--- src/inc/suspend_map.svh ---
// register offsets, field positions, reset values and timing counts of the suspend block
`ifndef SUSPEND_MAP_SVH
`define SUSPEND_MAP_SVH

`define NUM_PORTS        4
`define PIDX_W           2
`define PORT_LAST_VALID  5'h1a
`define PORT_NODE_SET    5'h1f
`define REG_STATUS       3'h0
`define REG_STATUS_ALT   3'h1
`define REG_CTL_SET      3'h2
`define REG_CTL_CLEAR    3'h3
`define TYPE_READ        6'h00
`define TYPE_WRITE       6'h01
`define TYPE_RESPONSE    6'h3f
`define CTL_SUSPEND_BIT  1
`define CTL_DISABLE_BIT  2
`define CTL_RESET        8'h00
`define NODE_REG_ID      3'h0
`define NODE_REG_PORTS   3'h1
`define HOLD_CLKS        8192
`define HOLD_W           14

`endif

--- src/inc/suspend_pkg.sv ---
// types shared by the suspend-entry design
package suspend_pkg;
    typedef logic [7:0] byte_type;
    typedef enum logic [2:0] {
        INI_IDLE,
        INI_ARB,
        INI_BCAST,
        INI_WAIT_TX,
        INI_DATA_END,
        INI_RESET,
        INI_NOTIFY
    } ini_state_type;
endpackage

--- src/inc/alt_mem_if.sv ---
// carrier between the register logic and the alternate-status memory
`timescale 1ns/1ps
`default_nettype none
`include "suspend_map.svh"
interface alt_mem_if;
    logic                       wr_en;
    logic [`PIDX_W-1:0]         wr_addr;
    suspend_pkg::byte_type      wr_data;
    logic [`PIDX_W-1:0]         rd_addr;
    suspend_pkg::byte_type      rd_data;
    modport ctrl (output wr_en, output wr_addr, output wr_data, output rd_addr, input rd_data);
    modport mem (input wr_en, input wr_addr, input wr_data, input rd_addr, output rd_data);
endinterface
`default_nettype wire

--- src/rtl/hold_timer.sv ---
// hold interval counter restarted by a start pulse
`timescale 1ns/1ps
`default_nettype none
`include "suspend_map.svh"
module hold_timer #(
    parameter logic [`HOLD_W-1:0] HOLD = `HOLD_W'(`HOLD_CLKS)
) (
    input  wire logic   clk,
    input  wire logic   rst,
    input  wire logic   start,
    output logic        busy,
    output logic        done
);
    logic [`HOLD_W-1:0] cnt_q;

    // count down from HOLD; done pulses in the last cycle of the interval
    always_ff @(posedge clk) begin
        if (rst) begin
            cnt_q <= '0;
        end else if (start) begin
            cnt_q <= HOLD;
        end else if (cnt_q != '0) begin
            cnt_q <= cnt_q - `HOLD_W'(1);
        end
    end

    assign busy = (cnt_q != '0);
    assign done = (cnt_q == `HOLD_W'(1));
endmodule // hold_timer
`default_nettype wire

--- src/rtl/alt_status_mem.sv ---
// per-port alternate status bytes written by the local link, registered read
`timescale 1ns/1ps
`default_nettype none
`include "suspend_map.svh"
module alt_status_mem (
    input  wire logic   clk,
    alt_mem_if.mem      bus
);
    suspend_pkg::byte_type mem_q [`NUM_PORTS];

    // storage and registered read port
    always_ff @(posedge clk) begin
        if (bus.wr_en) begin
            mem_q[bus.wr_addr] <= bus.wr_data;
        end
        bus.rd_data <= mem_q[bus.rd_addr];
    end
endmodule // alt_status_mem
`default_nettype wire

--- src/rtl/phy_port_suspend_entry.sv ---
// per-port suspend entry and extended register access of a serial-bus phy
`timescale 1ns/1ps
`default_nettype none
`include "suspend_map.svh"
module phy_port_suspend_entry #(
    parameter int unsigned HOLD_CLKS = `HOLD_CLKS
) (
    input  wire logic                   I_CLOCK,
    input  wire logic                   I_RST,
    input  wire logic [5:0]             I_NODE_ID,
    input  wire logic                   I_PKT_VALID,
    input  wire logic [5:0]             I_PKT_PHY_ID,
    input  wire logic [5:0]             I_PKT_TYPE,
    input  wire logic [4:0]             I_PKT_PORT,
    input  wire logic [2:0]             I_PKT_REG,
    input  wire logic [7:0]             I_PKT_VALUE,
    input  wire logic                   I_PKT_FROM_LINK,
    input  wire logic                   I_LINK_WR,
    input  wire logic [4:0]             I_LINK_PORT,
    input  wire logic [7:0]             I_LINK_DATA,
    input  wire logic                   I_TX_DONE,
    input  wire logic                   I_ARB_GRANT,
    input  wire logic [`NUM_PORTS-1:0]  I_BIAS_LOW,
    input  wire logic [`NUM_PORTS-1:0]  I_VSENSE,
    output logic                        O_RSP_VALID,
    output logic [5:0]                  O_RSP_PHY_ID,
    output logic [5:0]                  O_RSP_TYPE,
    output logic [4:0]                  O_RSP_PORT,
    output logic [2:0]                  O_RSP_REG,
    output logic [7:0]                  O_RSP_VALUE,
    output logic                        O_ARB_REQ,
    output logic                        O_BCAST_VALID,
    output logic [5:0]                  O_BCAST_PHY_ID,
    output logic [4:0]                  O_BCAST_PORT,
    output logic [7:0]                  O_BCAST_VALUE,
    output logic [`NUM_PORTS-1:0]       O_DATA_END,
    output logic [`NUM_PORTS-1:0]       O_SHORT_RESET,
    output logic [`NUM_PORTS-1:0]       O_NOTIFY_B,
    output logic [`NUM_PORTS-1:0]       O_BIAS_OUT,
    output logic [`NUM_PORTS-1:0]       O_BIAS_OE,
    output logic [`NUM_PORTS-1:0]       O_DISCONNECT,
    output logic [`NUM_PORTS-1:0]       O_RESUME,
    output logic [`NUM_PORTS-1:0]       O_LINK_PRESENT
);
    localparam logic [`HOLD_W-1:0] HOLD = `HOLD_W'(HOLD_CLKS);

    suspend_pkg::ini_state_type     state_q;
    suspend_pkg::ini_state_type     state_d;
    logic [`PIDX_W-1:0]             ini_q;
    logic                           tmr_done;
    logic [`NUM_PORTS-1:0]          susp_v;
    logic [`NUM_PORTS-1:0]          dis_v;
    logic [`NUM_PORTS-1:0]          con_v;
    logic [`NUM_PORTS-1:0]          enter_v;
    logic [`NUM_PORTS-1:0]          active_v;
    suspend_pkg::byte_type          ctl_arr [`NUM_PORTS];
    suspend_pkg::byte_type          st_arr [`NUM_PORTS];
    logic                           p1_valid_q;
    logic [4:0]                     p1_port_q;
    logic [2:0]                     p1_reg_q;
    logic                           rsp_valid_q;
    logic [4:0]                     rsp_port_q;
    logic [2:0]                     rsp_reg_q;
    suspend_pkg::byte_type          rsp_value_q;
    logic [5:0]                     rsp_id_q;
    logic [`NUM_PORTS-1:0]          data_end_q;
    logic [`NUM_PORTS-1:0]          short_reset_q;
    logic [5:0]                     bcast_id_q;
    logic                           bcast_q;

    alt_mem_if amem ();

    alt_status_mem u_alt (
        .clk (I_CLOCK),
        .bus (amem.mem)
    );

    // packet decode: only own-id read or write packets count
    wire pkt_ours  = I_PKT_VALID && (I_PKT_PHY_ID == I_NODE_ID)
                     && ((I_PKT_TYPE == `TYPE_READ) || (I_PKT_TYPE == `TYPE_WRITE));
    wire pkt_wr    = pkt_ours && (I_PKT_TYPE == `TYPE_WRITE);
    wire pkt_port  = (I_PKT_PORT < 5'(`NUM_PORTS));
    wire [`PIDX_W-1:0] pkt_idx = I_PKT_PORT[`PIDX_W-1:0];
    wire pkt_set   = pkt_wr && pkt_port && (I_PKT_REG == `REG_CTL_SET);
    wire pkt_clr   = pkt_wr && pkt_port && (I_PKT_REG == `REG_CTL_CLEAR);

    // suspend selection through a set write with the suspend bit
    wire sel_req   = pkt_set && I_PKT_VALUE[`CTL_SUSPEND_BIT];
    wire sel_ok    = sel_req && !susp_v[pkt_idx] && !dis_v[pkt_idx]
                     && (state_q == suspend_pkg::INI_IDLE);
    wire sel_link  = I_PKT_FROM_LINK;

    // link writes to alternate status go to the memory; packets never write status
    assign amem.wr_en   = I_LINK_WR && (I_LINK_PORT < 5'(`NUM_PORTS));
    assign amem.wr_addr = I_LINK_PORT[`PIDX_W-1:0];
    assign amem.wr_data = I_LINK_DATA;
    assign amem.rd_addr = pkt_idx;

    // notification interval timer
    hold_timer #(
        .HOLD (HOLD)
    ) u_notify_tmr (
        .clk   (I_CLOCK),
        .rst   (I_RST),
        .start (state_q == suspend_pkg::INI_RESET),
        .busy  (),
        .done  (tmr_done)
    );

    wire notify_on = (state_q == suspend_pkg::INI_NOTIFY);
    wire notify_to = notify_on && tmr_done && !susp_v[ini_q] && !enter_v[ini_q];

    // per-port control, status, bias and sense handling
    for (genvar i = 0; i < `NUM_PORTS; i++) begin : g_port
        suspend_pkg::byte_type  ctl_q;
        suspend_pkg::byte_type  ctl_d;
        logic                   con_q;
        logic                   con_d;
        logic                   low_q;
        logic                   prev_bias_q;
        logic                   prev_sense_q;
        logic                   low_done;
        logic                   disc_q;
        logic                   res_q;

        wire sel_me  = (pkt_idx == `PIDX_W'(i));
        wire wr_set  = pkt_set && sel_me;
        wire wr_clr  = pkt_clr && sel_me;
        wire susp    = ctl_q[`CTL_SUSPEND_BIT];
        wire dis     = ctl_q[`CTL_DISABLE_BIT];
        wire parked  = susp && !low_q;
        wire enter   = I_BIAS_LOW[i] && !prev_bias_q && !susp && !dis;
        wire to_me   = notify_to && (ini_q == `PIDX_W'(i));
        wire disc    = parked && I_VSENSE[i] && !prev_sense_q;
        wire conn    = parked && !I_VSENSE[i] && prev_sense_q && !dis;

        // bias-low interval timer
        hold_timer #(
            .HOLD (HOLD)
        ) u_low_tmr (
            .clk   (I_CLOCK),
            .rst   (I_RST),
            .start (enter),
            .busy  (),
            .done  (low_done)
        );

        // control byte: software first, hardware events win
        always_comb begin
            ctl_d = ctl_q;
            if (wr_set) begin
                ctl_d = ctl_q | (I_PKT_VALUE & ~(8'h01 << `CTL_SUSPEND_BIT));
            end else if (wr_clr) begin
                ctl_d = ctl_q & ~I_PKT_VALUE;
            end
            if (enter || to_me) begin
                ctl_d[`CTL_SUSPEND_BIT] = 1'b1;
            end
            if (to_me) begin
                ctl_d[`CTL_DISABLE_BIT] = I_VSENSE[i];
            end
            if (disc && dis) begin
                ctl_d[`CTL_DISABLE_BIT] = 1'b0;
            end
        end

        // link presence follows sense while active, events while suspended
        always_comb begin
            con_d = con_q;
            if (enter || to_me) begin
                con_d = 1'b0;
            end else if (disc) begin
                con_d = 1'b0;
            end else if (conn) begin
                con_d = 1'b1;
            end else if (!susp) begin
                con_d = !I_VSENSE[i];
            end
        end

        always_ff @(posedge I_CLOCK) begin
            if (I_RST) begin
                ctl_q <= `CTL_RESET;
                con_q <= 1'b0;
            end else begin
                ctl_q <= ctl_d;
                con_q <= con_d;
            end
        end

        // bias-low phase and edge history
        always_ff @(posedge I_CLOCK) begin
            if (I_RST) begin
                low_q        <= 1'b0;
                prev_bias_q  <= 1'b0;
                prev_sense_q <= 1'b0;
            end else begin
                low_q        <= enter || (low_q && !low_done);
                prev_bias_q  <= I_BIAS_LOW[i];
                prev_sense_q <= I_VSENSE[i];
            end
        end

        // one-cycle disconnect and resume indications
        always_ff @(posedge I_CLOCK) begin
            if (I_RST) begin
                disc_q <= 1'b0;
                res_q  <= 1'b0;
            end else begin
                disc_q <= disc;
                res_q  <= conn;
            end
        end

        assign susp_v[i]     = susp;
        assign dis_v[i]      = dis;
        assign con_v[i]      = con_q;
        assign enter_v[i]    = enter;
        assign active_v[i]   = con_q && !susp;
        assign ctl_arr[i]    = ctl_q;
        assign st_arr[i]     = {4'h0, I_VSENSE[i], dis, susp, con_q};
        assign O_BIAS_OE[i]  = !parked;
        assign O_BIAS_OUT[i] = !low_q && !susp;
        assign O_DISCONNECT[i] = disc_q;
        assign O_RESUME[i]   = res_q;
        assign O_NOTIFY_B[i] = notify_on && (ini_q == `PIDX_W'(i)) && !susp;
    end

    assign O_LINK_PRESENT = con_v;

    // initiator sequence
    always_comb begin
        state_d = state_q;
        unique case (state_q)
            suspend_pkg::INI_IDLE: begin
                if (sel_ok) begin
                    state_d = sel_link ? suspend_pkg::INI_ARB
                                       : suspend_pkg::INI_WAIT_TX;
                end
            end
            suspend_pkg::INI_ARB: begin
                if (I_ARB_GRANT) begin
                    state_d = suspend_pkg::INI_BCAST;
                end
            end
            suspend_pkg::INI_BCAST: begin
                state_d = suspend_pkg::INI_WAIT_TX;
            end
            suspend_pkg::INI_WAIT_TX: begin
                if (I_TX_DONE) begin
                    state_d = suspend_pkg::INI_DATA_END;
                end
            end
            suspend_pkg::INI_DATA_END: begin
                state_d = suspend_pkg::INI_RESET;
            end
            suspend_pkg::INI_RESET: begin
                state_d = suspend_pkg::INI_NOTIFY;
            end
            suspend_pkg::INI_NOTIFY: begin
                if (susp_v[ini_q] || tmr_done) begin
                    state_d = suspend_pkg::INI_IDLE;
                end
            end
        endcase
    end

    always_ff @(posedge I_CLOCK) begin
        if (I_RST) begin
            state_q <= suspend_pkg::INI_IDLE;
            ini_q   <= '0;
        end else begin
            state_q <= state_d;
            ini_q   <= sel_ok ? pkt_idx : ini_q;
        end
    end

    // sequence pulses: data end to all active, short reset to the active ports other than the initiator, or other than the entering port on a bias-low entry
    wire [`NUM_PORTS-1:0] ini_onehot = `NUM_PORTS'(1) << ini_q;
    wire [`NUM_PORTS-1:0] dend_d = (state_q == suspend_pkg::INI_DATA_END)
                                   ? active_v : '0;
    wire [`NUM_PORTS-1:0] seq_rst = (state_q == suspend_pkg::INI_RESET)
                                    ? (active_v & ~ini_onehot) : '0;
    wire [`NUM_PORTS-1:0] loss_rst = (|enter_v) ? (active_v & ~enter_v) : '0;

    always_ff @(posedge I_CLOCK) begin
        if (I_RST) begin
            data_end_q    <= '0;
            short_reset_q <= '0;
        end else begin
            data_end_q    <= dend_d;
            short_reset_q <= (seq_rst | loss_rst) & active_v;
        end
    end

    assign O_DATA_END    = data_end_q;
    assign O_SHORT_RESET = short_reset_q;

    // broadcast of the link-started selection
    always_ff @(posedge I_CLOCK) begin
        if (I_RST) begin
            bcast_q    <= 1'b0;
            bcast_id_q <= '0;
        end else begin
            bcast_q    <= (state_q == suspend_pkg::INI_ARB) && I_ARB_GRANT;
            bcast_id_q <= I_NODE_ID;
        end
    end

    assign O_ARB_REQ      = (state_q == suspend_pkg::INI_ARB);
    assign O_BCAST_VALID  = bcast_q;
    assign O_BCAST_PHY_ID = bcast_id_q;
    assign O_BCAST_PORT   = {{(5-`PIDX_W){1'b0}}, ini_q};
    assign O_BCAST_VALUE  = 8'h01 << `CTL_SUSPEND_BIT;

    // response stage 1: capture the request while the memory reads
    always_ff @(posedge I_CLOCK) begin
        if (I_RST) begin
            p1_valid_q <= 1'b0;
            p1_port_q  <= '0;
            p1_reg_q   <= '0;
        end else begin
            p1_valid_q <= pkt_ours;
            p1_port_q  <= I_PKT_PORT;
            p1_reg_q   <= I_PKT_REG;
        end
    end

    // response value selection
    wire [`PIDX_W-1:0] p1_idx = p1_port_q[`PIDX_W-1:0];
    wire p1_is_port = (p1_port_q < 5'(`NUM_PORTS));
    wire p1_is_node = (p1_port_q == `PORT_NODE_SET);
    wire [7:0] node_val = (p1_reg_q == `NODE_REG_ID)    ? {I_NODE_ID, 2'b00} :
                          (p1_reg_q == `NODE_REG_PORTS) ? 8'(`NUM_PORTS) : 8'h00;
    wire [7:0] port_val = (p1_reg_q == `REG_STATUS)     ? st_arr[p1_idx] :
                          (p1_reg_q == `REG_STATUS_ALT) ? amem.rd_data :
                          (p1_reg_q == `REG_CTL_SET)    ? ctl_arr[p1_idx] :
                          (p1_reg_q == `REG_CTL_CLEAR)  ? ctl_arr[p1_idx] : 8'h00;
    wire [7:0] rsp_val  = p1_is_node ? node_val :
                          p1_is_port ? port_val : 8'h00;

    // response stage 2: registered answer
    always_ff @(posedge I_CLOCK) begin
        if (I_RST) begin
            rsp_valid_q <= 1'b0;
            rsp_id_q    <= '0;
            rsp_port_q  <= '0;
            rsp_reg_q   <= '0;
            rsp_value_q <= '0;
        end else begin
            rsp_valid_q <= p1_valid_q;
            rsp_id_q    <= I_NODE_ID;
            rsp_port_q  <= p1_port_q;
            rsp_reg_q   <= p1_reg_q;
            rsp_value_q <= rsp_val;
        end
    end

    assign O_RSP_VALID  = rsp_valid_q;
    assign O_RSP_PHY_ID = rsp_id_q;
    assign O_RSP_TYPE   = `TYPE_RESPONSE;
    assign O_RSP_PORT   = rsp_port_q;
    assign O_RSP_REG    = rsp_reg_q;
    assign O_RSP_VALUE  = rsp_value_q;
endmodule // phy_port_suspend_entry
`default_nettype wire

--- config.mk ---
export PLATFORM = sky130hd
export DESIGN_NAME = phy_port_suspend_entry
export DESIGN_NICKNAME = d
export VERILOG_FILES = /design/src/inc/suspend_pkg.sv /design/src/inc/alt_mem_if.sv /design/src/rtl/hold_timer.sv /design/src/rtl/alt_status_mem.sv /design/src/rtl/phy_port_suspend_entry.sv
export VERILOG_INCLUDE_DIRS = /design/src /design/src/inc
export SDC_FILE = /design/constraint.sdc
export NUM_CORES = 1
export LEC_CHECK = 0
export ABC_AREA = 1
export BUFFER_PORTS_ARGS = -buffer_cell sky130_fd_sc_hd__clkbuf_2
export CORE_ASPECT_RATIO = 1.4
export CORE_MARGIN = 3
export CORE_UTILIZATION = 58
export DETAILED_ROUTE_END_ITERATION = 7
export PLACE_DENSITY_LB_ADDON = 0.08
export SETUP_SLACK_MARGIN = 0.15
export SLEW_MARGIN = 0
export SYNTH_ARGS = -nofsm -noshare
export SYNTH_HDL_FRONTEND = slang
export SYNTH_HIERARCHICAL = 1
export SYNTH_SLANG_ARGS = --single-unit
export TNS_END_PERCENT = 1
--- constraint.sdc ---
create_clock -name I_CLOCK -period 2.7 [get_ports I_CLOCK]
set_clock_uncertainty 0.05 [all_clocks]
set_input_delay 0.81 -clock I_CLOCK [delete_from_list [all_inputs] [get_ports I_CLOCK]]
set_output_delay 0.81 -clock I_CLOCK [all_outputs]
set_load 0.005 [all_outputs]
==> results.yml, run 1 <==
pwr:
  swShare_pct: 41.59
  clockPowerShare_pct: 23.6
  p_int_mw: 7.680
  cellPowerDensity_nw_per_um2: 1081
  vdd_drop_max_mv: 0.5387
  p_total_mw: 13.15
  p_leak_nw: 5.861
  power_switching_mw: 5.469
  power_frac_seq_pct: 32.9
  p_comb_share_pct: 43.5
logic_synthesis:
  yosys_warnings: 6
  synth_cells: 1453
  syn_area_um2: 10740
  avgSynthCellArea_um2: 7.389
timing:
  relSlewSlack_pct: 52.72
  post-route-min-period_ps: 2473
  fin_hold_ws_ps: 356.3
  maxSlewViolCount: 0
  tns_ps: 0
  tightestPinTransition_ps: 708.4
  worst_slack_ps: 227.5
  period_share_pct: 91.58
  setup_viol: 0
  finalHoldViolCount: 0
  max_freq_ghz: 0.4044
  rsz0062_at_grt: "yes"
routing:
  vias_per_cell: 5.090
  antenna_left: 0
  drt-total-wl_mm: 26.02
  vias: 9309
  firstDrtPassIters: 6
  drc: 0
  wl_met2_mm: 13.49
  dr_wl_met3_mm: 1.414
  wl_per_cell_um: 14.23
  routedLengthMet1_mm: 10.35
  highest_layer: "met4"
  first_iter_violations: 496
hold_path:
  min_path_type: "flip-flop to flip-flop"
  min_path_cells: 2
floorplan:
  core_area_um2: 18070
  dieArea_um2: 20200
  die_y_um: 167.0
  ios: 144
  die_x_um: 121.0
  start_util_pct: 59.42
  num_rows: 58
worst_setup_path:
  worst_setup_path_start_kind: "flip-flop"
  cp_max_fo: 6
  crit_chain: "inv_2 > nor3_4 > inv_1 > nor3_1 > clkbuf_2"
  arrival_ps: 1610
  rr_worst_depth: 9
  cp-end-kind: "output port"
  path_class: "flip-flop to output port"
  critPathSlowestCell: "dfxtp_1"
  required_ps: 1840
  max_stage_delay_ps: 370
global_route:
  grt_pass1_wl_mm: 42.26
  grt_pass1_vias: 8932
  antenna_found_initial: 1
  grt_overflow_total: 0
  grt_max_degree: 46
  globalRouteTotalUtil_pct: 25.33
placement:
  io_buffers: 126
  place_congestion: 0.9302
  hpwl_mm: 19.14
  dpl_cell_area_um2: 11390
  place_ws_ps: 287.3
cells_and_area:
  area_growth_pct: 13.31
  nets: 1649
  layout_common_cells: "326 x nand2_1, 230 x nor2_1, 179 x dfxtp_1"
  final_common_cell: "nand2_1"
  final_area_um2: 12170
  drive_above_1_share_pct: 19.58
clock_network:
  numClockSinks: 212
  cts_max_level: 1
  clkLatencyLatePin_ps: 510
  clockBufferDepth: 3
  path_clk_slew_ps: 60
  clockRootBuffer: "clkbuf_16"
  cts_buffers: 23
  hold_buffers: 0
  cts_tree: "built"
run_status:
  status: "complete, no violations"
flow_run:
  drv_cap: 0
-- final cells by class --
type	instances	area, µm²
Multi-Input combinational cell	1008	5104
Clock inverter	14	128.9
Fill cell	1610	5904
Timing Repair Buffer	141	743.2
Antenna cell	1	2.502
Clock buffer	27	620.6
Sequential cell	212	4566
Tap cell	240	300.3
Inverter	186	700.7
-- power groups by stage --
| stage | sequential, mW | clock (mW) | combinational [mW] |
|---|---|---|---|
| after floorplan | 4.24 | 0 | 4.88 |
| after global placement | 4.36 | 0 | 5.54 |
| after detailed placement | 4.38 | 0 | 5.67 |
| after CTS | 4.32 | 3.17 | 5.72 |
| after global routing | 4.41 | 3.28 | 6.53 |
| final | 4.33 | 3.10 | 5.72 |
-- repair_timing --
item	CTS	global route
setup endpoints to repair	4	5
pin swaps	0	1
resized for setup	1	2
setup buffers	0	2
-- worst max-delay path, delay by kind of cell (launching register included) --
family	cells	cell delay (ps)
AND/OR/NAND/NOR	2	380
flip-flops	1	370
buffers and inverters	3	380
-- per-layer routing --
layer | GRT usage [%] | up-vias
met5 | 0 | -
met1 | 29.85 | 4233
li1 | - | 4763
met4 | 8.777 | 0
met2 | 46.54 | 252
met3 | 3.329 | 61
-- final timing paths --
| check | startpoint | endpoint | slack [ps] |
|---|---|---|---|
| max reg2reg | u_notify_tmr/cnt_q[4] | g_port[0].ctl_q[1] | 590 |
| min reg2reg | p1_valid_q | O_RSP_VALID | 360 |
| max | state_q[2] | O_NOTIFY_B[0] | 230 |
| min | p1_valid_q | O_RSP_VALID | 360 |
-- per-stage QoR --
stage | cells | util, %
2_1_floorplan | 1468 | -
4_1_cts | 1826 | 67.20
3_3_place_gp | 1785 | 63.05
5_1_grt | 1829 | 67.32
3_5_place_dp | 1785 | 63.05
6_report | 1829 | 67.32
Note: power is estimated with default switching activity, not from simulation.
==> inputs of run 2 (changes only) <==
CORE_UTILIZATION = 60   (was 58)
CTS_BUF_LIST = sky130_fd_sc_hd__clkbuf_8   (was not set)
clock period = 2.4 ns   (was 2.7 ns; I/O delays follow)
==> results.yml, run 2 (synthesis gave the netlist of run 1 again) <==
timing:
  finalHoldViolCount: 0
  rsz0062_at_grt: "yes"
  period_share_pct: 96.60
  setup_viol: 0
  fin_hold_ws_ps: 355.8
  post-route-min-period_ps: 2318
  tightestPinTransition_ps: 610.9
  maxSlewViolCount: 0
  max_freq_ghz: 0.4313
  relSlewSlack_pct: 59.23
floorplan:
  dieArea_um2: 19560
  die_x_um: 119.1
  core_area_um2: 17470
  num_rows: 57
  die_y_um: 164.3
  ios: 144
  start_util_pct: 61.45
hold_path:
  min_path_type: "flip-flop to flip-flop"
worst_setup_path:
  arrival_ps: 1550
  critical-path-top-delay-family: "simple AND/OR/NAND/NOR gates"
  worst_setup_path_start_kind: "flip-flop"
  crit_chain: "nor2_1 > inv_1 > nor3_4 > clkbuf_2"
  path_class: "flip-flop to output port"
  crit_buf_inv: 2
  cp-end-kind: "output port"
  critPathSlowestCell: "dfxtp_1"
  required_ps: 1630
  cp_max_fo: 6
  max_stage_delay_ps: 360
routing:
  drt-total-wl_mm: 25.41
  first_iter_violations: 553
  vias: 9368
  antenna_left: 0
  drc: 0
  firstDrtPassIters: 5
  vias_per_cell: 5.053
  wl_per_cell_um: 13.71
global_route:
  grt_pass1_wl_mm: 41.53
  grt_max_degree: 47
  globalRouteTotalUtil_pct: 26.02
  antenna_found_initial: 0
  grt_overflow_total: 0
  grt_pass1_vias: 8860
placement:
  dpl_cell_area_um2: 11440
  place_congestion: 0.9329
  io_buffers: 126
  hpwl_mm: 19.05
pwr:
  p_leak_nw: 5.962
  cellPowerDensity_nw_per_um2: 1185
  vdd_drop_max_mv: 0.5611
cells_and_area:
  final_common_cell: "nand2_1"
  final_area_um2: 12270
  layout_common_cells: "326 x nand2_1, 226 x nor2_1, 174 x dfxtp_1"
  final_core_util_pct: 70.23
  diodes: 0
  n_fill_cell: 1524
  drive_above_1_share_pct: 21.76
  nets: 1668
  area_growth_pct: 14.30
clock_network:
  cts_tree: "built"
  cts_buffers: 36
  clockRootBuffer: "clkbuf_8"
  hold_buffers: 0
  cts_max_level: 2
  path_clk_slew_ps: 60
  clkLatencyLatePin_ps: 520
  clockBufferDepth: 3
  numClockSinks: 212
flow_run:
  drv_cap: 0
run_status:
  status: "complete, no violations"
run 2: cell types whose count changed in the layout (fill, tap and decap cells not counted), moves of 4 or more:
| cell | previous run | this run |
|---|---|---|
| clkbuf_8 | 3 | 48 |
| inv_1 | 166 | 171 |
| nor2_2 | 32 | 36 |
| nor3_4 | 1 | 5 |
| clkbuf_16 | 23 | 0 |
| buf_4 | 15 | 22 |
| nor2_1 | 230 | 226 |
| dfxtp_1 | 179 | 174 |
run 2: repair_timing:
action,4_1_cts,5_1_grt
setup buffers,1,0
gates resized for setup,9,20
setup endpoints to repair,8,10
pin swaps,1,0
cloned,0,0
run 2: cell type report:
type | count | area [µm²] | area share (%)
clock buffer | 48 | 660.6 | 5.383
timing repair buffer | 147 | 790.8 | 6.444
clock inverter | 17 | 80.08 | 0.6525
tap | 236 | 295.3 | 2.406
sequential | 212 | 4579 | 37.32
multi-input combinational | 1008 | 5160 | 42.05
inverter | 186 | 705.7 | 5.750
run 2: power breakdown:
group          leakage (nW)  total, mW  internal [mW]  switching, mW
clock                 0.412       3.25           1.79           1.45
combinational          3.78       6.43           2.39           4.04
sequential             1.77       4.87           4.21          0.658
total                  5.96       14.5           8.39           6.16
run 2: metrics by stage:
| stage | power (mW) | setup slack, ps | std cells | TNS, ps |
|---|---|---|---|---|
| 5_1_grt | 15.82 | -7.139 | 1854 | -9.675 |
| 6_report | 14.55 | 81.66 | 1854 | 0 |
| 3_3_place_gp | 11.13 | 247.4 | 1788 | 0 |
| 2_1_floorplan | 10.26 | 288.6 | 1468 | 0 |
| 4_1_cts | 14.62 | 38.51 | 1854 | 0 |
| 3_5_place_dp | 11.31 | 190.2 | 1788 | 0 |
run 2: layer usage:
layer  global-route usage (%)  up-vias  part of all wire, %
li1                         -     4800                    -
met2                    47.59      239                   53
met1                    29.74     4271                   39
met5                        0        -                    0
met3                    4.478       58                  5.1
met4                    11.12        0                  3.0
run 2: path summary, 6_finish.rpt:
check                                           start       endpoint  slack [ps]  cells after the start
worst max-delay path                         ini_q[1]  O_NOTIFY_B[0]          80                      4
worst min-delay path                       p1_valid_q    O_RSP_VALID         360                      2
worst max register to register  u_notify_tmr/cnt_q[4]      flip-flop         470                     10
worst min register to register             p1_valid_q    O_RSP_VALID         360                      2
run 2: worst register-to-register path, stage by stage, from the launching register on:
cell and delay (ps):
dfxtp_1 360, nor2_4 170, nand2_4 90, nor4b_2 360, nand2_1 110, nor2_2 190, nand3_1 190, nor2_1 140
nor2_1 50, nand2_1 60, inv_1 40
==> inputs of run 3 (changes only) <==
CORE_UTILIZATION = 35   (was 60)
==> results.yml, run 3 (synthesis gave the netlist of run 1 again) <==
pwr:
  p_comb_share_pct: 43.9
  p_leak_nw: 6.026
  power_switching_mw: 6.261
  p_int_mw: 8.491
  cellPowerDensity_nw_per_um2: 1175
  vdd_drop_max_mv: 0.3914
  swShare_pct: 42.44
  power_frac_seq_pct: 33.0
  clockPowerShare_pct: 23.1
routing:
  drc: 0
  antenna_left: 0
  vias_per_cell: 4.594
  firstDrtPassIters: 4
  drt-total-wl_mm: 29.50
  vias: 9262
  wl_per_cell_um: 14.63
  first_iter_violations: 444
cells_and_area:
  n_fill_cell: 3197
  final_area_um2: 12550
  area_growth_pct: 16.90
  layout_common_cells: "326 x nand2_1, 226 x nor2_1, 173 x inv_1"
  nets: 1678
  multi_input_area_um2: 5159
  final-seq-area_um2: 4587
  drive_above_1_share_pct: 22.15
  final_common_cell: "nand2_1"
clock_network:
  cts_tree: "built"
  clockRootBuffer: "clkbuf_8"
  clockBufferDepth: 3
  cts_buffers: 38
  path_clk_slew_ps: 60
  cts_max_level: 2
  numClockSinks: 212
  clkLatencyLatePin_ps: 540
hold_path:
  min_from: "I_LINK_DATA[2]"
  min_path_cells: 1
  min_path_type: "input pin to flip-flop"
  holdPathEnd: "u_alt/mem_q[1][2]"
global_route:
  antenna_found_initial: 2
  globalRouteTotalUtil_pct: 17.57
  gr-usage-met1_pct: 20.44
  grt_overflow_total: 0
  met2_usage_pct: 32.28
  grt_pass1_wl_mm: 46.67
  grtUsageMet3_pct: 3.366
  grt_max_degree: 42
  grt_pass1_vias: 8875
  grt_busiest_layer: "met2"
timing:
  tightestPinTransition_ps: 564.8
  maxSlewViolCount: 0
  fin_hold_ws_ps: 349.2
  relSlewSlack_pct: 62.21
  setup_viol: 0
  period_share_pct: 96.52
  post-route-min-period_ps: 2316
  max_freq_ghz: 0.4317
  finalHoldViolCount: 0
  rsz0062_at_grt: "yes"
placement:
  hpwl_mm: 22.26
  io_buffers: 126
  place_congestion: 0.8258
  dpl_cell_area_um2: 11690
run_status:
  status: "complete, no violations"
floorplan:
  num_rows: 75
  start_util_pct: 35.64
  die_x_um: 154.0
  ios: 144
  dieArea_um2: 32840
  die_y_um: 213.2
  core_area_um2: 30120
worst_setup_path:
  r2r_slack_ps: 360
  crit_chain: "inv_4 > nor3_4 > inv_4 > nor3_4 > buf_2"
  path_class: "flip-flop to output port"
  reg2reg_to: "g_port[3].ctl_q[1]"
  rr_worst_depth: 10
  required_ps: 1630
  max_stage_delay_ps: 360
  cp-end-kind: "output port"
  arrival_ps: 1550
  cp_max_fo: 6
  critPathSlowestCell: "dfxtp_2"
  r2r_start: "u_notify_tmr/cnt_q[8]"
  worst_setup_path_start_kind: "flip-flop"
flow_run:
  drv_cap: 0
==> run 3: changes by cell type in the layout (fill, tap and decap cells not counted), sizes merged <==
cell / delta
inv: +5
clkinvlp: -1
clkbuf: -1
bufinv: +1
buf: +8
diode: +1
==> run 3: layout make-up <==
type / instances / area share, %
inverter: 186 / 5.623
clock inverter: 22 / 0.9371
clock buffer: 47 / 5.154
tap: 385 / 3.838
sequential: 212 / 36.55
timing repair buffer: 155 / 6.779
multi-input combinational: 1008 / 41.10
antenna: 1 / 0.01994
==> run 3: worst max-delay path by stage <==
stage | cells past startpoint | start | slack, ps | endpoint
4_1_cts | 4 | ini_q[1] | 10 | O_NOTIFY_B[0]
6_report | 5 | state_q[2] | 80 | O_NOTIFY_B[2]
2_1_floorplan | 3 | I_LINK_PORT[4] | 290 | u_alt/mem_q[3][0]
3_5_place_dp | 11 | I_PKT_PORT[3] | 140 | state_q[0]
3_3_place_gp | 11 | I_PKT_PORT[3] | 180 | state_q[0]
5_1_grt | 5 | state_q[2] | -40 | O_NOTIFY_B[2]
==> run 3: critical path, delay by kind of cell (launching register included) <==
kind	cells	cell delay (ps)
buffers and inverters	3	290
flip-flops	1	360
AND/OR/NAND/NOR	2	370
==> run 3: power by group through the flow <==
stage | registers, mW | logic (mW) | clock network, mW
global placement | 4.94 | 6.42 | 0
finish | 4.87 | 6.48 | 3.40
floorplan | 4.77 | 5.49 | 0
CTS | 4.87 | 6.52 | 3.56
global route | 4.96 | 7.46 | 3.71
detailed placement | 4.93 | 6.47 | 0
==> run 3: per-stage QoR <==
step	std cells	setup slack (ps)	setup TNS [ps]	utilization (%)	total power, mW
CTS	2015	12.70	0	41.52	14.95
detailed placement	1945	141.7	0	38.80	11.40
global route	2016	-38.85	-52.63	41.67	16.13
global placement	1945	178.6	0	38.80	11.36
floorplan	1468	288.6	0	-	10.26
finish	2016	83.61	0	41.67	14.75
==> run 3: layer usage <==
layer  up-vias  wire [µm]  part of all wire [%]
met3        43       1235                   4.2
met2       178      15420                    52
met5         -         13                 0.044
li1       4828          -                     -
met4         2        732                   2.5
met1      4211      12100                    41
==> run 3: what timing repair did <==
action | in CTS | in global routing
endpoints found under the setup margin | 8 | 10
buffers inserted | 1 | 0
gates cloned | 0 | 0
hold buffers | 0 | 0
pin swaps | 1 | 1
gates resized for setup | 15 | 21
